[config.mk]
export PLATFORM = sky130hd
export DESIGN_NAME = io_line_ctrl
export DESIGN_NICKNAME = d
export VERILOG_FILES = /design/src/common/io_line_pkg.sv /design/src/rtl/tick_div.sv /design/src/rtl/io_line_ctrl.sv
export SDC_FILE = /design/constraint.sdc
export NUM_CORES = 1
export LEC_CHECK = 0
export ABC_CLOCK_PERIOD_IN_PS = 4900
export BUFFER_PORTS_ARGS = -buffer_cell sky130_fd_sc_hd__buf_2
export CAP_MARGIN = 20
export CORE_ASPECT_RATIO = 1.2
export CORE_MARGIN = 5
export CORE_UTILIZATION = 35
export DETAILED_ROUTE_END_ITERATION = 6
export SLEW_MARGIN = 15
export SYNTH_ARGS = -nofsm -noshare
export SYNTH_HDL_FRONTEND = slang
export SYNTH_HIERARCHICAL = 1
export SYNTH_SLANG_ARGS = --single-unit
[constraint.sdc]
create_clock -name aclk -period 4.9 [get_ports aclk]
set_input_delay 0.98 -clock aclk [delete_from_list [all_inputs] [get_ports aclk]]
set_output_delay 0.98 -clock aclk [all_outputs]
set_load 0.005 [all_outputs]
[src/common/io_line_pkg.sv]
// constants, register map and types of the i/o line and sleep block
package io_line_pkg;
    // timing
    localparam int CLK_PERIOD_PS = 25000;
    localparam int MS_PS         = 1000000000;
    localparam int MS_CYCLES     = MS_PS / CLK_PERIOD_PS;
    localparam int SLEEP_UNIT_MS = 10;
    // line configuration
    localparam int N_LINES_DEF   = 8;
    localparam int CODE_W        = 4;
    localparam logic [3:0] CODE_DISABLED = 4'h0;
    localparam logic [3:0] CODE_PERIPH   = 4'h1;
    localparam logic [3:0] CODE_ANALOG   = 4'h2;
    localparam logic [3:0] CODE_MONITOR  = 4'h3;
    localparam logic [3:0] CODE_OUT_LOW  = 4'h4;
    localparam logic [3:0] CODE_OUT_HIGH = 4'h5;
    localparam logic [3:0] CODE_XCVR_LOW = 4'h6;
    localparam logic [3:0] CODE_XCVR_HI  = 4'h7;
    localparam int CODE_BAD_BIT = 3;
    // sleep settings
    localparam logic [2:0]  MODE_CYCLIC     = 3'h4;
    localparam logic [2:0]  MODE_CYCLIC_PIN = 3'h5;
    localparam int          OPT_FULL_WAKE   = 1;
    localparam int          OPT_EXTENDED    = 2;
    localparam logic [15:0] IR_SINGLE       = 16'h0800;
    // register byte offsets
    localparam int ADDR_W = 8;
    localparam logic [7:0] REG_SLEEP_MODE  = 8'h00;
    localparam logic [7:0] REG_SLEEP_OPT   = 8'h04;
    localparam logic [7:0] REG_SLEEP_PER   = 8'h08;
    localparam logic [7:0] REG_SLEEP_CNT   = 8'h0C;
    localparam logic [7:0] REG_WAKE_TIME   = 8'h10;
    localparam logic [7:0] REG_SAMPLE_INT  = 8'h14;
    localparam logic [7:0] REG_PULL_EN     = 8'h18;
    localparam logic [7:0] REG_PULL_DIR    = 8'h1C;
    localparam logic [7:0] REG_CFG_PEND    = 8'h20;
    localparam logic [7:0] REG_COMMAND     = 8'h24;
    localparam logic [7:0] REG_STATUS      = 8'h28;
    localparam logic [7:0] REG_CFG_ACTIVE  = 8'h2C;
    localparam logic [7:0] REG_SAMPLE      = 8'h30;
    localparam int CMD_APPLY = 0;
    localparam int CMD_SLEEP = 1;
    localparam int STAT_AWAKE = 0;
    localparam int STAT_ERR   = 1;
    // reset values and bus response codes
    localparam logic [15:0] SLEEP_PER_RST  = 16'h0020;
    localparam logic [15:0] SLEEP_CNT_RST  = 16'h0001;
    localparam logic [15:0] WAKE_TIME_RST  = 16'h1388;
    localparam logic [15:0] SAMPLE_INT_RST = 16'h0000;
    localparam logic [1:0]  RESP_OKAY   = 2'b00;
    localparam logic [1:0]  RESP_SLVERR = 2'b10;

    typedef enum logic [1:0] {
        S_AWAKE = 2'b01,
        S_ASLEEP = 2'b10
    } sleep_state_e;
endpackage

[src/rtl/tick_div.sv]
// enable divider: one-cycle tick every DIV enabled cycles
`timescale 1ns/10ps
module tick_div
    import io_line_pkg::*;
#(
    parameter int DIV = 10
)
(
    // clock and reset
    input  wire logic aclk,
    input  wire logic aresetn,
    // enable in, tick out
    input  wire logic en,
    output logic      tick
);
    localparam int CW = (DIV > 1) ? $clog2(DIV) : 1;

    logic [CW-1:0] cnt;

    always_ff @(posedge aclk)
    begin
        if (!aresetn)
        begin
            cnt  <= '0;
            tick <= 1'b0;
        end
        else
        begin
            tick <= 1'b0;
            if (en)
            begin
                if (cnt == CW'(DIV - 1))
                begin
                    cnt  <= '0;
                    tick <= 1'b1;
                end
                else
                    cnt <= cnt + 1'b1;
            end
        end
    end
endmodule

[src/rtl/io_line_ctrl.sv]
// i/o line configuration, pulls and cyclic sleep driven sampling
//
// How it works
// sleep period counts 10 ms steps; wake timer and interval count 1 ms.
// mode 4 is timed cyclic sleep; mode 5 also obeys the request pin.
// while awake, a sample every interval until the wake timer ends.
// samples only when some line is analog or monitored digital input.
// extended sleep option stays asleep period times count.
// option 0x06 adds the full wake timer after an extended sleep.
// interval 0x800 gives one sample right after waking.
// sleep-now command sleeps at once, wake timer or not.
// codes 0..5 decode to disabled, peripheral, analog, monitor, out lo/hi.
// code 6 low-active, 7 high-active transceiver enable; above 7 invalid.
// codes 0 and 3 act alike as inputs; only 3 is sampled.
// line configuration written stays pending until applied.
// pull enable bit set pulls an input line, clear leaves it floating.
// pull direction bit set pulls up, clear pulls down, if enabled.
// write with an invalid code is refused, kept old, flagged as error.
//
// Decided for this implementation: the register addresses and the AXI4-Lite slave port.
`timescale 1ns/10ps
module io_line_ctrl
    import io_line_pkg::*;
#(
    parameter int N_LINES = N_LINES_DEF,
    parameter int MS_DIV  = MS_CYCLES
)
(
    // clock and reset
    input  wire logic               aclk,
    input  wire logic               aresetn,
    // axi4-lite write address and data
    input  wire logic [ADDR_W-1:0]  awaddr,
    input  wire logic               awvalid,
    output logic                    awready,
    input  wire logic [31:0]        wdata,
    input  wire logic [3:0]         wstrb,
    input  wire logic               wvalid,
    output logic                    wready,
    // axi4-lite write response
    output logic [1:0]              bresp,
    output logic                    bvalid,
    input  wire logic               bready,
    // axi4-lite read
    input  wire logic [ADDR_W-1:0]  araddr,
    input  wire logic               arvalid,
    output logic                    arready,
    output logic [31:0]             rdata,
    output logic [1:0]              rresp,
    output logic                    rvalid,
    input  wire logic               rready,
    // i/o lines
    input  wire logic [N_LINES-1:0] line_in,
    output logic [N_LINES-1:0]      line_out,
    output logic [N_LINES-1:0]      line_oe,
    output logic [N_LINES-1:0]      pull_up_en,
    output logic [N_LINES-1:0]      pull_down_en,
    output logic [N_LINES-1:0]      periph_sel,
    output logic [N_LINES-1:0]      analog_sel,
    // transceiver and sleep pins
    input  wire logic               xcvr_active,
    input  wire logic               sleep_request_pin,
    output logic                    awake,
    // sample output
    output logic                    sample_strobe,
    output logic [N_LINES-1:0]      sample_digital,
    output logic [N_LINES-1:0]      sample_dmask,
    output logic [N_LINES-1:0]      sample_amask
);
    localparam int CFG_W = N_LINES * CODE_W;

    logic [2:0]         sleep_mode_select;
    logic [7:0]         sleep_options;
    logic [15:0]        sleep_period_setting;
    logic [15:0]        sleep_count_setting;
    logic [15:0]        wake_time_setting;
    logic [15:0]        sample_interval_setting;
    logic [N_LINES-1:0] pull_enable_mask;
    logic [N_LINES-1:0] pull_direction_mask;
    logic [CFG_W-1:0]   cfg_pend;
    logic [CFG_W-1:0]   cfg_act;
    logic               cfg_err;

    logic               aw_held;
    logic               w_held;
    logic [ADDR_W-1:0]  aw_addr;
    logic [31:0]        w_data;
    logic               do_write;
    logic               cfg_bad;
    logic               apply_cmd;
    logic               sleep_cmd;

    logic               ms_tick;
    logic               sp_tick;
    sleep_state_e       state;
    logic [15:0]        wake_ms;
    logic [15:0]        ir_ms;
    logic [15:0]        per_cnt;
    logic [15:0]        sn_cnt;
    logic               just_woke;
    logic               cyclic;
    logic               extended;
    logic [15:0]        wake_limit;
    logic               go_sleep;
    logic               go_wake;
    logic               sample_fire;
    logic [N_LINES-1:0] dmask;
    logic [N_LINES-1:0] amask;

    ////////////////////////////////////////////////////////////////////////
    // time bases

    tick_div #(.DIV(MS_DIV)) u_ms_div
    (
        .aclk    (aclk),
        .aresetn (aresetn),
        .en      (1'b1),
        .tick    (ms_tick)
    );

    tick_div #(.DIV(SLEEP_UNIT_MS)) u_sp_div
    (
        .aclk    (aclk),
        .aresetn (aresetn && !awake),
        .en      (ms_tick),
        .tick    (sp_tick)
    );

    ////////////////////////////////////////////////////////////////////////
    // axi4-lite write side

    assign do_write  = aw_held && w_held && !bvalid;
    assign apply_cmd = do_write && aw_addr == REG_COMMAND
                       && w_data[CMD_APPLY];
    assign sleep_cmd = do_write && aw_addr == REG_COMMAND
                       && w_data[CMD_SLEEP];

    always_comb
    begin
        cfg_bad = 1'b0;
        for (int i = 0; i < N_LINES; i++)
            if (w_data[i*CODE_W + CODE_BAD_BIT])
                cfg_bad = 1'b1;
    end

    always_ff @(posedge aclk)
    begin
        if (!aresetn)
        begin
            aw_held <= 1'b0;
            w_held  <= 1'b0;
            awready <= 1'b0;
            wready  <= 1'b0;
            aw_addr <= '0;
            w_data  <= '0;
            bvalid  <= 1'b0;
            bresp   <= RESP_OKAY;
        end
        else
        begin
            awready <= !aw_held && !awready && !bvalid;
            wready  <= !w_held && !wready && !bvalid;
            if (awvalid && awready)
            begin
                aw_held <= 1'b1;
                aw_addr <= {awaddr[ADDR_W-1:2], 2'b00};
                awready <= 1'b0;
            end
            if (wvalid && wready)
            begin
                w_held <= 1'b1;
                w_data <= wdata;
                wready <= 1'b0;
            end
            if (do_write)
            begin
                aw_held <= 1'b0;
                w_held  <= 1'b0;
                bvalid  <= 1'b1;
                bresp   <= (aw_addr == REG_CFG_PEND && cfg_bad)
                           ? RESP_SLVERR : RESP_OKAY;
            end
            else if (bvalid && bready)
                bvalid <= 1'b0;
        end
    end

    // settings registers; full words, wstrb ignored
    always_ff @(posedge aclk)
    begin
        if (!aresetn)
        begin
            sleep_mode_select       <= '0;
            sleep_options           <= '0;
            sleep_period_setting    <= SLEEP_PER_RST;
            sleep_count_setting     <= SLEEP_CNT_RST;
            wake_time_setting       <= WAKE_TIME_RST;
            sample_interval_setting <= SAMPLE_INT_RST;
            pull_enable_mask        <= '0;
            pull_direction_mask     <= '0;
        end
        else if (do_write)
        begin
            unique case (aw_addr)
                REG_SLEEP_MODE: sleep_mode_select       <= w_data[2:0];
                REG_SLEEP_OPT:  sleep_options           <= w_data[7:0];
                REG_SLEEP_PER:  sleep_period_setting    <= w_data[15:0];
                REG_SLEEP_CNT:  sleep_count_setting     <= w_data[15:0];
                REG_WAKE_TIME:  wake_time_setting       <= w_data[15:0];
                REG_SAMPLE_INT: sample_interval_setting <= w_data[15:0];
                REG_PULL_EN:    pull_enable_mask    <= w_data[N_LINES-1:0];
                REG_PULL_DIR:   pull_direction_mask <= w_data[N_LINES-1:0];
                default: ;
            endcase
        end
    end

    // pending and active line configuration
    always_ff @(posedge aclk)
    begin
        if (!aresetn)
        begin
            cfg_pend <= '0;
            cfg_act  <= '0;
        end
        else
        begin
            if (do_write && aw_addr == REG_CFG_PEND && !cfg_bad)
                cfg_pend <= w_data[CFG_W-1:0];
            if (apply_cmd)
                cfg_act <= cfg_pend;
        end
    end

    // sticky error; a refusal beats a same-cycle clear
    always_ff @(posedge aclk)
    begin
        if (!aresetn)
            cfg_err <= 1'b0;
        else if (do_write && aw_addr == REG_CFG_PEND && cfg_bad)
            cfg_err <= 1'b1;
        else if (do_write && aw_addr == REG_STATUS && w_data[STAT_ERR])
            cfg_err <= 1'b0;
    end

    ////////////////////////////////////////////////////////////////////////
    // axi4-lite read side

    always_ff @(posedge aclk)
    begin
        if (!aresetn)
        begin
            arready <= 1'b0;
            rvalid  <= 1'b0;
            rdata   <= '0;
            rresp   <= RESP_OKAY;
        end
        else
        begin
            arready <= !arready && !rvalid;
            if (arvalid && arready)
            begin
                arready <= 1'b0;
                rvalid  <= 1'b1;
                rresp   <= RESP_OKAY;
                rdata   <= '0;
                unique case ({araddr[ADDR_W-1:2], 2'b00})
                    REG_SLEEP_MODE: rdata[2:0]  <= sleep_mode_select;
                    REG_SLEEP_OPT:  rdata[7:0]  <= sleep_options;
                    REG_SLEEP_PER:  rdata[15:0] <= sleep_period_setting;
                    REG_SLEEP_CNT:  rdata[15:0] <= sleep_count_setting;
                    REG_WAKE_TIME:  rdata[15:0] <= wake_time_setting;
                    REG_SAMPLE_INT: rdata[15:0] <= sample_interval_setting;
                    REG_PULL_EN:    rdata[N_LINES-1:0] <= pull_enable_mask;
                    REG_PULL_DIR:   rdata[N_LINES-1:0] <= pull_direction_mask;
                    REG_CFG_PEND:   rdata[CFG_W-1:0] <= cfg_pend;
                    REG_COMMAND:    rdata <= '0;
                    REG_STATUS:
                    begin
                        rdata[STAT_AWAKE] <= state == S_AWAKE;
                        rdata[STAT_ERR]   <= cfg_err;
                    end
                    REG_CFG_ACTIVE: rdata[CFG_W-1:0] <= cfg_act;
                    REG_SAMPLE:     rdata[N_LINES-1:0] <= sample_digital;
                    default:        rresp <= RESP_SLVERR;
                endcase
            end
            else if (rvalid && rready)
                rvalid <= 1'b0;
        end
    end

    ////////////////////////////////////////////////////////////////////////
    // per-line pin decode

    for (genvar g = 0; g < N_LINES; g++)
    begin : g_line
        logic [3:0] code;
        logic       is_in;

        assign code     = cfg_act[g*CODE_W +: CODE_W];
        assign is_in    = code == CODE_DISABLED || code == CODE_MONITOR;
        assign dmask[g] = code == CODE_MONITOR;
        assign amask[g] = code == CODE_ANALOG;

        always_ff @(posedge aclk)
        begin
            if (!aresetn)
            begin
                line_out[g]     <= 1'b0;
                line_oe[g]      <= 1'b0;
                periph_sel[g]   <= 1'b0;
                analog_sel[g]   <= 1'b0;
                pull_up_en[g]   <= 1'b0;
                pull_down_en[g] <= 1'b0;
            end
            else
            begin
                periph_sel[g] <= code == CODE_PERIPH;
                analog_sel[g] <= code == CODE_ANALOG;
                line_oe[g]    <= code == CODE_OUT_LOW
                                 || code == CODE_OUT_HIGH
                                 || code == CODE_XCVR_LOW
                                 || code == CODE_XCVR_HI;
                line_out[g]   <= code == CODE_OUT_HIGH
                                 || (code == CODE_XCVR_LOW && !xcvr_active)
                                 || (code == CODE_XCVR_HI && xcvr_active);
                pull_up_en[g]   <= is_in && pull_enable_mask[g]
                                   && pull_direction_mask[g];
                pull_down_en[g] <= is_in && pull_enable_mask[g]
                                   && !pull_direction_mask[g];
            end
        end
    end

    ////////////////////////////////////////////////////////////////////////
    // cyclic sleep

    assign cyclic   = sleep_mode_select == MODE_CYCLIC
                      || sleep_mode_select == MODE_CYCLIC_PIN;
    assign extended = sleep_options[OPT_EXTENDED];

    // extended sleep wakes for 1 ms unless full wake is set
    always_comb
    begin
        if (extended && !sleep_options[OPT_FULL_WAKE])
            wake_limit = 16'h0001;
        else if (wake_time_setting == '0)
            wake_limit = 16'h0001;
        else
            wake_limit = wake_time_setting;
    end

    assign go_sleep = state == S_AWAKE && cyclic
        && ((ms_tick && wake_ms + 16'h0001 >= wake_limit)
            || sleep_cmd
            || (sleep_mode_select == MODE_CYCLIC_PIN
                && sleep_request_pin));

    assign go_wake = state == S_ASLEEP
        && (!cyclic
            || (sleep_mode_select == MODE_CYCLIC_PIN && !sleep_request_pin)
            || (sp_tick && per_cnt + 16'h0001 >= sleep_period_setting
                && (!extended
                    || sn_cnt + 16'h0001 >= sleep_count_setting)));

    always_ff @(posedge aclk)
    begin
        if (!aresetn)
        begin
            state     <= S_AWAKE;
            just_woke <= 1'b0;
        end
        else
        begin
            just_woke <= go_wake;
            if (go_sleep)
                state <= S_ASLEEP;
            else if (go_wake)
                state <= S_AWAKE;
        end
    end

    // sleep period and count counters
    always_ff @(posedge aclk)
    begin
        if (!aresetn || state == S_AWAKE)
        begin
            per_cnt <= '0;
            sn_cnt  <= '0;
        end
        else if (sp_tick)
        begin
            if (per_cnt + 16'h0001 >= sleep_period_setting)
            begin
                per_cnt <= '0;
                sn_cnt  <= sn_cnt + 16'h0001;
            end
            else
                per_cnt <= per_cnt + 16'h0001;
        end
    end

    // wake timer and sample interval, both in ms
    always_ff @(posedge aclk)
    begin
        if (!aresetn || state == S_ASLEEP)
        begin
            wake_ms <= '0;
            ir_ms   <= '0;
        end
        else if (ms_tick)
        begin
            wake_ms <= wake_ms + 16'h0001;
            if (ir_ms + 16'h0001 >= sample_interval_setting)
                ir_ms <= '0;
            else
                ir_ms <= ir_ms + 16'h0001;
        end
    end

    ////////////////////////////////////////////////////////////////////////
    // sampling

    assign sample_fire = state == S_AWAKE && (|(dmask | amask))
        && (sample_interval_setting == IR_SINGLE
            ? just_woke
            : (ms_tick && sample_interval_setting != '0
               && ir_ms + 16'h0001 >= sample_interval_setting));

    always_ff @(posedge aclk)
    begin
        if (!aresetn)
        begin
            sample_strobe  <= 1'b0;
            sample_digital <= '0;
            sample_dmask   <= '0;
            sample_amask   <= '0;
            awake          <= 1'b1;
        end
        else
        begin
            awake         <= state == S_AWAKE;
            sample_strobe <= sample_fire;
            if (sample_fire)
            begin
                sample_digital <= line_in & dmask;
                sample_dmask   <= dmask;
                sample_amask   <= amask;
            end
        end
    end
endmodule

Word level (Yosys, flattened, before mapping)
Cells that the tools add are included.
{ "op_classes": {"magnitude_cmp": 4, "n_reduce_logical": 187, "n_eq_ne": 85, "addsub": 6, "n_mux": 31, "n_bitwise": 3} }
{ "ops": {"columns": ["op", "n"], "rows": [
  ["4-bit by 3-bit equality test with 1-bit output, second input constant", 32],
  ["16-bit by 1-bit adder with 16-bit output, second input constant", 5],
  ["1-bit logical AND", 75],
  ["4-bit by 2-bit equality test with 1-bit output, second input constant", 16],
  ["16-bit greater-or-equal comparator", 4],
  ["16-bit 2-to-1 mux", 4],
  ["1-bit logical OR", 56],
  ["5-bit one-hot mux with 10 select lines", 1],
  ["6-bit by 3-bit equality test with 1-bit output, second input constant", 8],
  ["6-bit by 4-bit equality test with 1-bit output, second input constant", 8],
  ["8-bit one-hot mux with 6 select lines", 1],
  ["4-bit by 1-bit equality test with 1-bit output, second input constant", 8],
  ["4-bit zero test", 8],
  ["16-bit one-hot mux with 2 select lines", 1],
  ["6-bit by 2-bit equality test with 1-bit output, second input constant", 4],
  ["2-bit one-hot mux with 12 select lines", 1],
  ["1-bit zero test", 23],
  ["2-bit AND reduction", 10],
  ["1-bit 2-to-1 mux", 17],
  ["16-bit by 12-bit equality test with 1-bit output, second input constant", 1],
  ["16-bit equality test, second input constant", 1],
  ["16-bit zero test", 1],
  ["16-bit nonzero test", 1],
  ["13-bit OR reduction", 1],
  ["17 further kinds", 29]
]} }
{ "word_totals": {"out_inout_bits": 115, "input_bits": 69, "register_bits": 400, "elab_cells": 402} }

Logic depth before layout (Yosys ltp)
{ "logic_depth": {"ltp_word": 10, "mapped_depth": 17, "mapped_depth_nobuf": 14} }

Cells and area by module
The synthesis kept the hierarchy.
{ "modules_own_cells": {"columns": ["module", "cells_per_inst", "seq_area_each_um2", "area_each_um2", "instances"], "rows": [
  ["io_line_ctrl", 2072, 7527.2, 17179.0, 1],
  ["tick_div (u_ms_div)", 85, 340.3, 753.2, 1],
  ["tick_div (u_sp_div)", 24, 100.1, 216.5, 1]
]} }

Worst setup path before layout
OpenSTA, ideal clock, no wires.
{ "synth_path": {"path_kind": "reg-to-reg", "start": "register ir_ms[0]", "end": "register sample_amask[3]", "setup_slack_ns": 1.244, "setup_time_ns": 0.121, "arrival_ns": 3.534, "path_buffers": 3, "stages_incl_launch_ff": 17, "period_less_slack_ns": 3.656, "required_time_ns": 4.779, "path_cell_list": "dfxtp_1 > ha_1 > and3_1 > and3_1 > clkbuf_1 > nand3_1 > nor2_1 > xor2_1 > ha_1 > a21o_1 > a221o_1 > a21o_1 > and3_1 > o21a_1 > buf_6 > buf_12 > mux2_4"} }
{ "synth_via": {"elab_chain_cells": 5} }
{ "synth_lines": {"columns": ["item", "line", "source"], "rows": [
  ["start, declared", "io_line_ctrl.sv:97", "logic [15:0] ir_ms;"],
  ["start signal, assigned", "io_line_ctrl.sv:418", "ir_ms <= ir_ms + 16'h0001;"],
  ["16-bit by 1-bit adder with 16-bit output", "io_line_ctrl.sv:429", "&& ir_ms + 16'h0001 >= sample_interval_setting));"],
  ["16-bit greater-or-equal comparator", "io_line_ctrl.sv:429", null],
  ["1-bit logical AND", "io_line_ctrl.sv:429", null],
  ["1-bit 2-to-1 mux", "io_line_ctrl.sv:427", "? just_woke"],
  ["1-bit logical AND", "io_line_ctrl.sv:426", "&& (sample_interval_setting == IR_SINGLE"],
  ["end signal, assigned", "io_line_ctrl.sv:449", "sample_amask <= amask;"],
  ["end, declared", "io_line_ctrl.sv:68", "output logic [N_LINES-1:0] sample_amask"]
]} }
Every way passes these cells.
A chain may end at the register's enable or synchronous reset.

Worst setup path in the final report
{ "layout_path": {"start": "register ir_ms[0]", "end": "register sample_amask[7]"} }
The elaborated chain is that of the path after synthesis.

==> impl_metrics.py <==
metrics = {
    "floorplanning": {
        "die_h_um": 259,
        "dieArea_um2": 56500,
        "core_area_um2": 51400,
        "rows": 91,
        "ioPinCount": 184,
        "chipWidth_um": 218,
        "initial_core_util_pct": 35.3,
    },
    "hold_path": {
        "whs_endpoint": "arready",
        "hold_class": "flop to flop",
        "hold_path_depth": 1,
        "min_from": "arready",
    },
    "global_route": {
        "grt_pass1_wl_um": 87300,
        "gr-usage-all-layers_pct": 19.3,
        "antenna_found_initial": 0,
        "grt_pass1_vias": 15400,
        "grt_max_degree": 78,
        "globalRouteOverflowTotal": 0,
    },
    "critical_path": {
        "reg2regPathDepth": 14,
        "cp_max_fo": 24,
        "rrSetupSlack_ns": 0.84,
        "start_kind": "flop",
        "r2r-end": "sample_amask[7]",
        "r2r_start": "ir_ms[0]",
        "arrival_ns": 4.54,
        "critPathKind": "flop to flop",
        "required_ns": 5.37,
        "worst_setup_path_end_kind": "flop",
    },
    "synth": {
        "synth_ff_type": "dfxtp_1",
        "netlist_area_um2": 18100,
        "synth_top_family_by_area": "simple AND/OR/NAND/NOR gates",
        "async_reset_ff_share_pct": 0,
        "synthMuxAreaShare_pct": 3.84,
        "synth_cells": 2181,
        "synth_simple_gate_area_share_pct": 23.1,
        "synthAdderAreaFrac_pct": 4.76,
        "ys_seq_area_share_pct": 43.9,
        "synth_xor_xnor_area_share_pct": 5.89,
        "yosys.area.top_type": "dfxtp_1",
        "synth_top_area_share_pct": 43.9,
        "ys_ff_latch": 398,
        "synth_cell_type_count": 73,
        "yosysWarnings": 6,
        "syn_area_per_cell_um2": 8.32,
        "synth_compound_area_share_pct": 13.9,
        "synth_area_leaders": "dfxtp_1 44%, nand2_1 8.3%, a21oi_1 5.3%",
        "synth_edf_count": 0,
    },
    "sta": {
        "fmax_mhz": 246,
        "setup_slack_ns": 0.836,
        "drv_slew": 0,
        "setup_violations": 0,
        "rsz0062_at_grt": "no",
        "finalCritPeriodShare_pct": 82.9,
        "timing.slew.headroom_pct": 19.1,
        "hold_viol_final": 0,
        "period_minus_slack_ns": 4.06,
        "skew_ns": 0.0406,
        "finalSetupTns_ns": 0,
        "worst_pin_slew_ns": 1.20,
    },
    "layout": {
        "diodes": 0,
        "areaGrowthSynthToFinish_pct": 16.3,
        "nNetsFinal": 2431,
        "most-common-layout-cells": "403 x nand2_1, 398 x dfxtp_1, 192 x a21oi_1",
        "layout-drive-gt1-share_pct": 13.2,
        "final_common_cell": "nand2_1",
        "final_core_util_pct": 41.1,
        "fillers": 5133,
    },
    "flow_run": {
        "drv_cap": 0,
    },
    "clock_network": {
        "cts_resized": 0,
        "postCtsHoldBufs": 0,
        "cts_tree": "done",
        "ctsHtreeMaxLevel": 2,
        "cts_setup_buffers": 0,
        "clk_pin_slew_ns": 0.06,
        "cts_made_buffers": 43,
        "clock-root-buffer": "clkbuf_16",
        "cts_buffer_depth": 3,
        "cts_num_sinks": 398,
        "clk_latency_ns": 0.60,
    },
    "pwr": {
        "p_int_uw": 5420,
        "clkPwrFrac_pct": 49.6,
        "combPwrFrac_pct": 3.3,
        "power.switching_uw": 1620,
        "power.density_nw_per_um2": 334,
        "ir_drop_mv": 0.187,
        "netSwitchingFraction_pct": 23.0,
        "leakagePower_uw": 0.00825,
        "seqPwrFrac_pct": 47.1,
    },
    "place": {
        "dpl_worst_slack_ns": 0.864,
        "gp_congestion": 0.916,
        "port_buffers": 173,
        "dp_hpwl_um": 40600,
    },
    "route": {
        "route.detailed.drc": 0,
        "drtIter0Drc": 1151,
        "ant_nets": 0,
        "drt-vias-per-instance": 5.28,
        "wl_um": 56300,
        "vias": 16000,
        "dr.pass1.iters": 5,
        "route.detailed.wl_per_inst_um": 18.6,
    },
    "status": {
        "outcome": "finished clean",
    },
}
-- kinds of logic (layout without fill, tap and decap cells) --
| family | Yosys count | count (layout) |
|---|---|---|
| buffers and inverters | 206 | 350 |
| adder cells (fa/ha/maj) | 69 | 69 |
| flip-flops | 398 | 398 |
| other | 2 | 3 |
| multiplexers | 67 | 67 |
| XOR/XNOR | 122 | 122 |
| AND/OR/NAND/NOR | 919 | 919 |
| AO/OA/AOI/OAI | 398 | 398 |
-- through the flow --
stage | total power, uW | instances | cell area, um^2 | hold WS, ns
after floorplan | 3500 | 2182 | 18200 | 0.423
after global routing | 7250 | 3023 | 21100 | 0.467
final | 7040 | 3023 | 21100 | 0.453
after global placement | 3610 | 2942 | 19500 | 0.437
after CTS | 7100 | 3020 | 21100 | 0.452
after detailed placement | 3620 | 2942 | 19500 | 0.441
-- sequential cells by signal, summed over array words and instances, names as in the netlist, 16 cells and up --
register                 count
sleep_period_setting        16
w_data                      32
sample_interval_setting     16
cfg_pend                    32
wake_time_setting           16
rdata                       32
per_cnt                     16
wake_ms                     16
cfg_act                     32
u_ms_div/cnt                16
sleep_count_setting         16
sn_cnt                      16
ir_ms                       16
-- how the worst max path moves through the flow --
stage / start / to / slack (ns) / depth (start not counted)
floorplan: ir_ms[0] / sample_amask[3] / 1.24 / 16
global placement: ir_ms[0] / sample_amask[2] / 0.93 / 14
detailed placement: ir_ms[0] / sample_amask[7] / 0.86 / 14
CTS: ir_ms[0] / sample_amask[7] / 0.83 / 14
global route: ir_ms[0] / sample_amask[7] / 0.53 / 14
finish: ir_ms[0] / sample_amask[7] / 0.84 / 14
-- worst max-delay path, stage by stage, from the launching register on --
cell	delay [ns]
dfxtp_1	0.43
ha_1	0.27
and3_1	0.26
and3_1	0.33
and3_1	0.22
nand3_1	0.14
xnor2_1	0.20
ha_1	0.29
nand2_1	0.07
a2111oi_2	0.40
a21o_1	0.25
and3_1	0.19
o21a_1	0.13
buf_4	0.36
mux2_2	0.38
-- per-layer routing --
metal / vias up / track usage [%] / routed length (um) / share of wire, %
met5: - / 0 / 0 / 0
met3: 134 / 3.97 / 3640 / 6.5
met1: 7583 / 23.2 / 23100 / 41
li1: 7742 / - / - / -
met4: 0 / 8.83 / 2760 / 4.9
met2: 504 / 33.1 / 26800 / 48
-- Yosys cell counts, types with 7 or more instances --
| cell | number |
|---|---|
| nand3_1 | 100 |
| and3_1 | 29 |
| clkbuf_1 | 112 |
| and3b_1 | 7 |
| a22o_1 | 11 |
| nor3_1 | 44 |
| xor2_1 | 51 |
| xnor2_1 | 71 |
| and2_1 | 20 |
| nor2_1 | 190 |
| ha_1 | 69 |
| nor3b_1 | 20 |
| a221oi_1 | 36 |
| nand2_1 | 403 |
| a31oi_1 | 14 |
| nor4_1 | 18 |
| a22oi_1 | 33 |
| o21ai_0 | 39 |
| buf_2 | 11 |
| mux2i_1 | 58 |
| nand2b_1 | 22 |
| a21oi_1 | 192 |
| dfxtp_1 | 398 |
| nand4_1 | 32 |
| inv_1 | 69 |
| a211oi_1 | 8 |
| o21a_1 | 8 |
| a21o_1 | 20 |
| o31ai_1 | 7 |
-- power by group through the flow --
stage                     Combinational [uW]  Sequential [uW]  Clock (uW)
final                                    235             3320        3490
after global routing                     260             3320        3670
after CTS                                231             3320        3550
after detailed placement                 231             3390           0
after global placement                   227             3390           0
after floorplan                          142             3360           0
-- layout make-up --
cell class              instances  area, um^2  area share [%]
well taps                     697         872            4.13
clock inverters                18         280            1.33
clock buffers                  60        1250            5.92
inverters                      70         268            1.27
repair buffers                202        1090            5.18
multi-input cells            1578        9370            44.4
flip-flops and latches        398        7970            37.8
No activity file was read; power rests on OpenSTA's default activity.
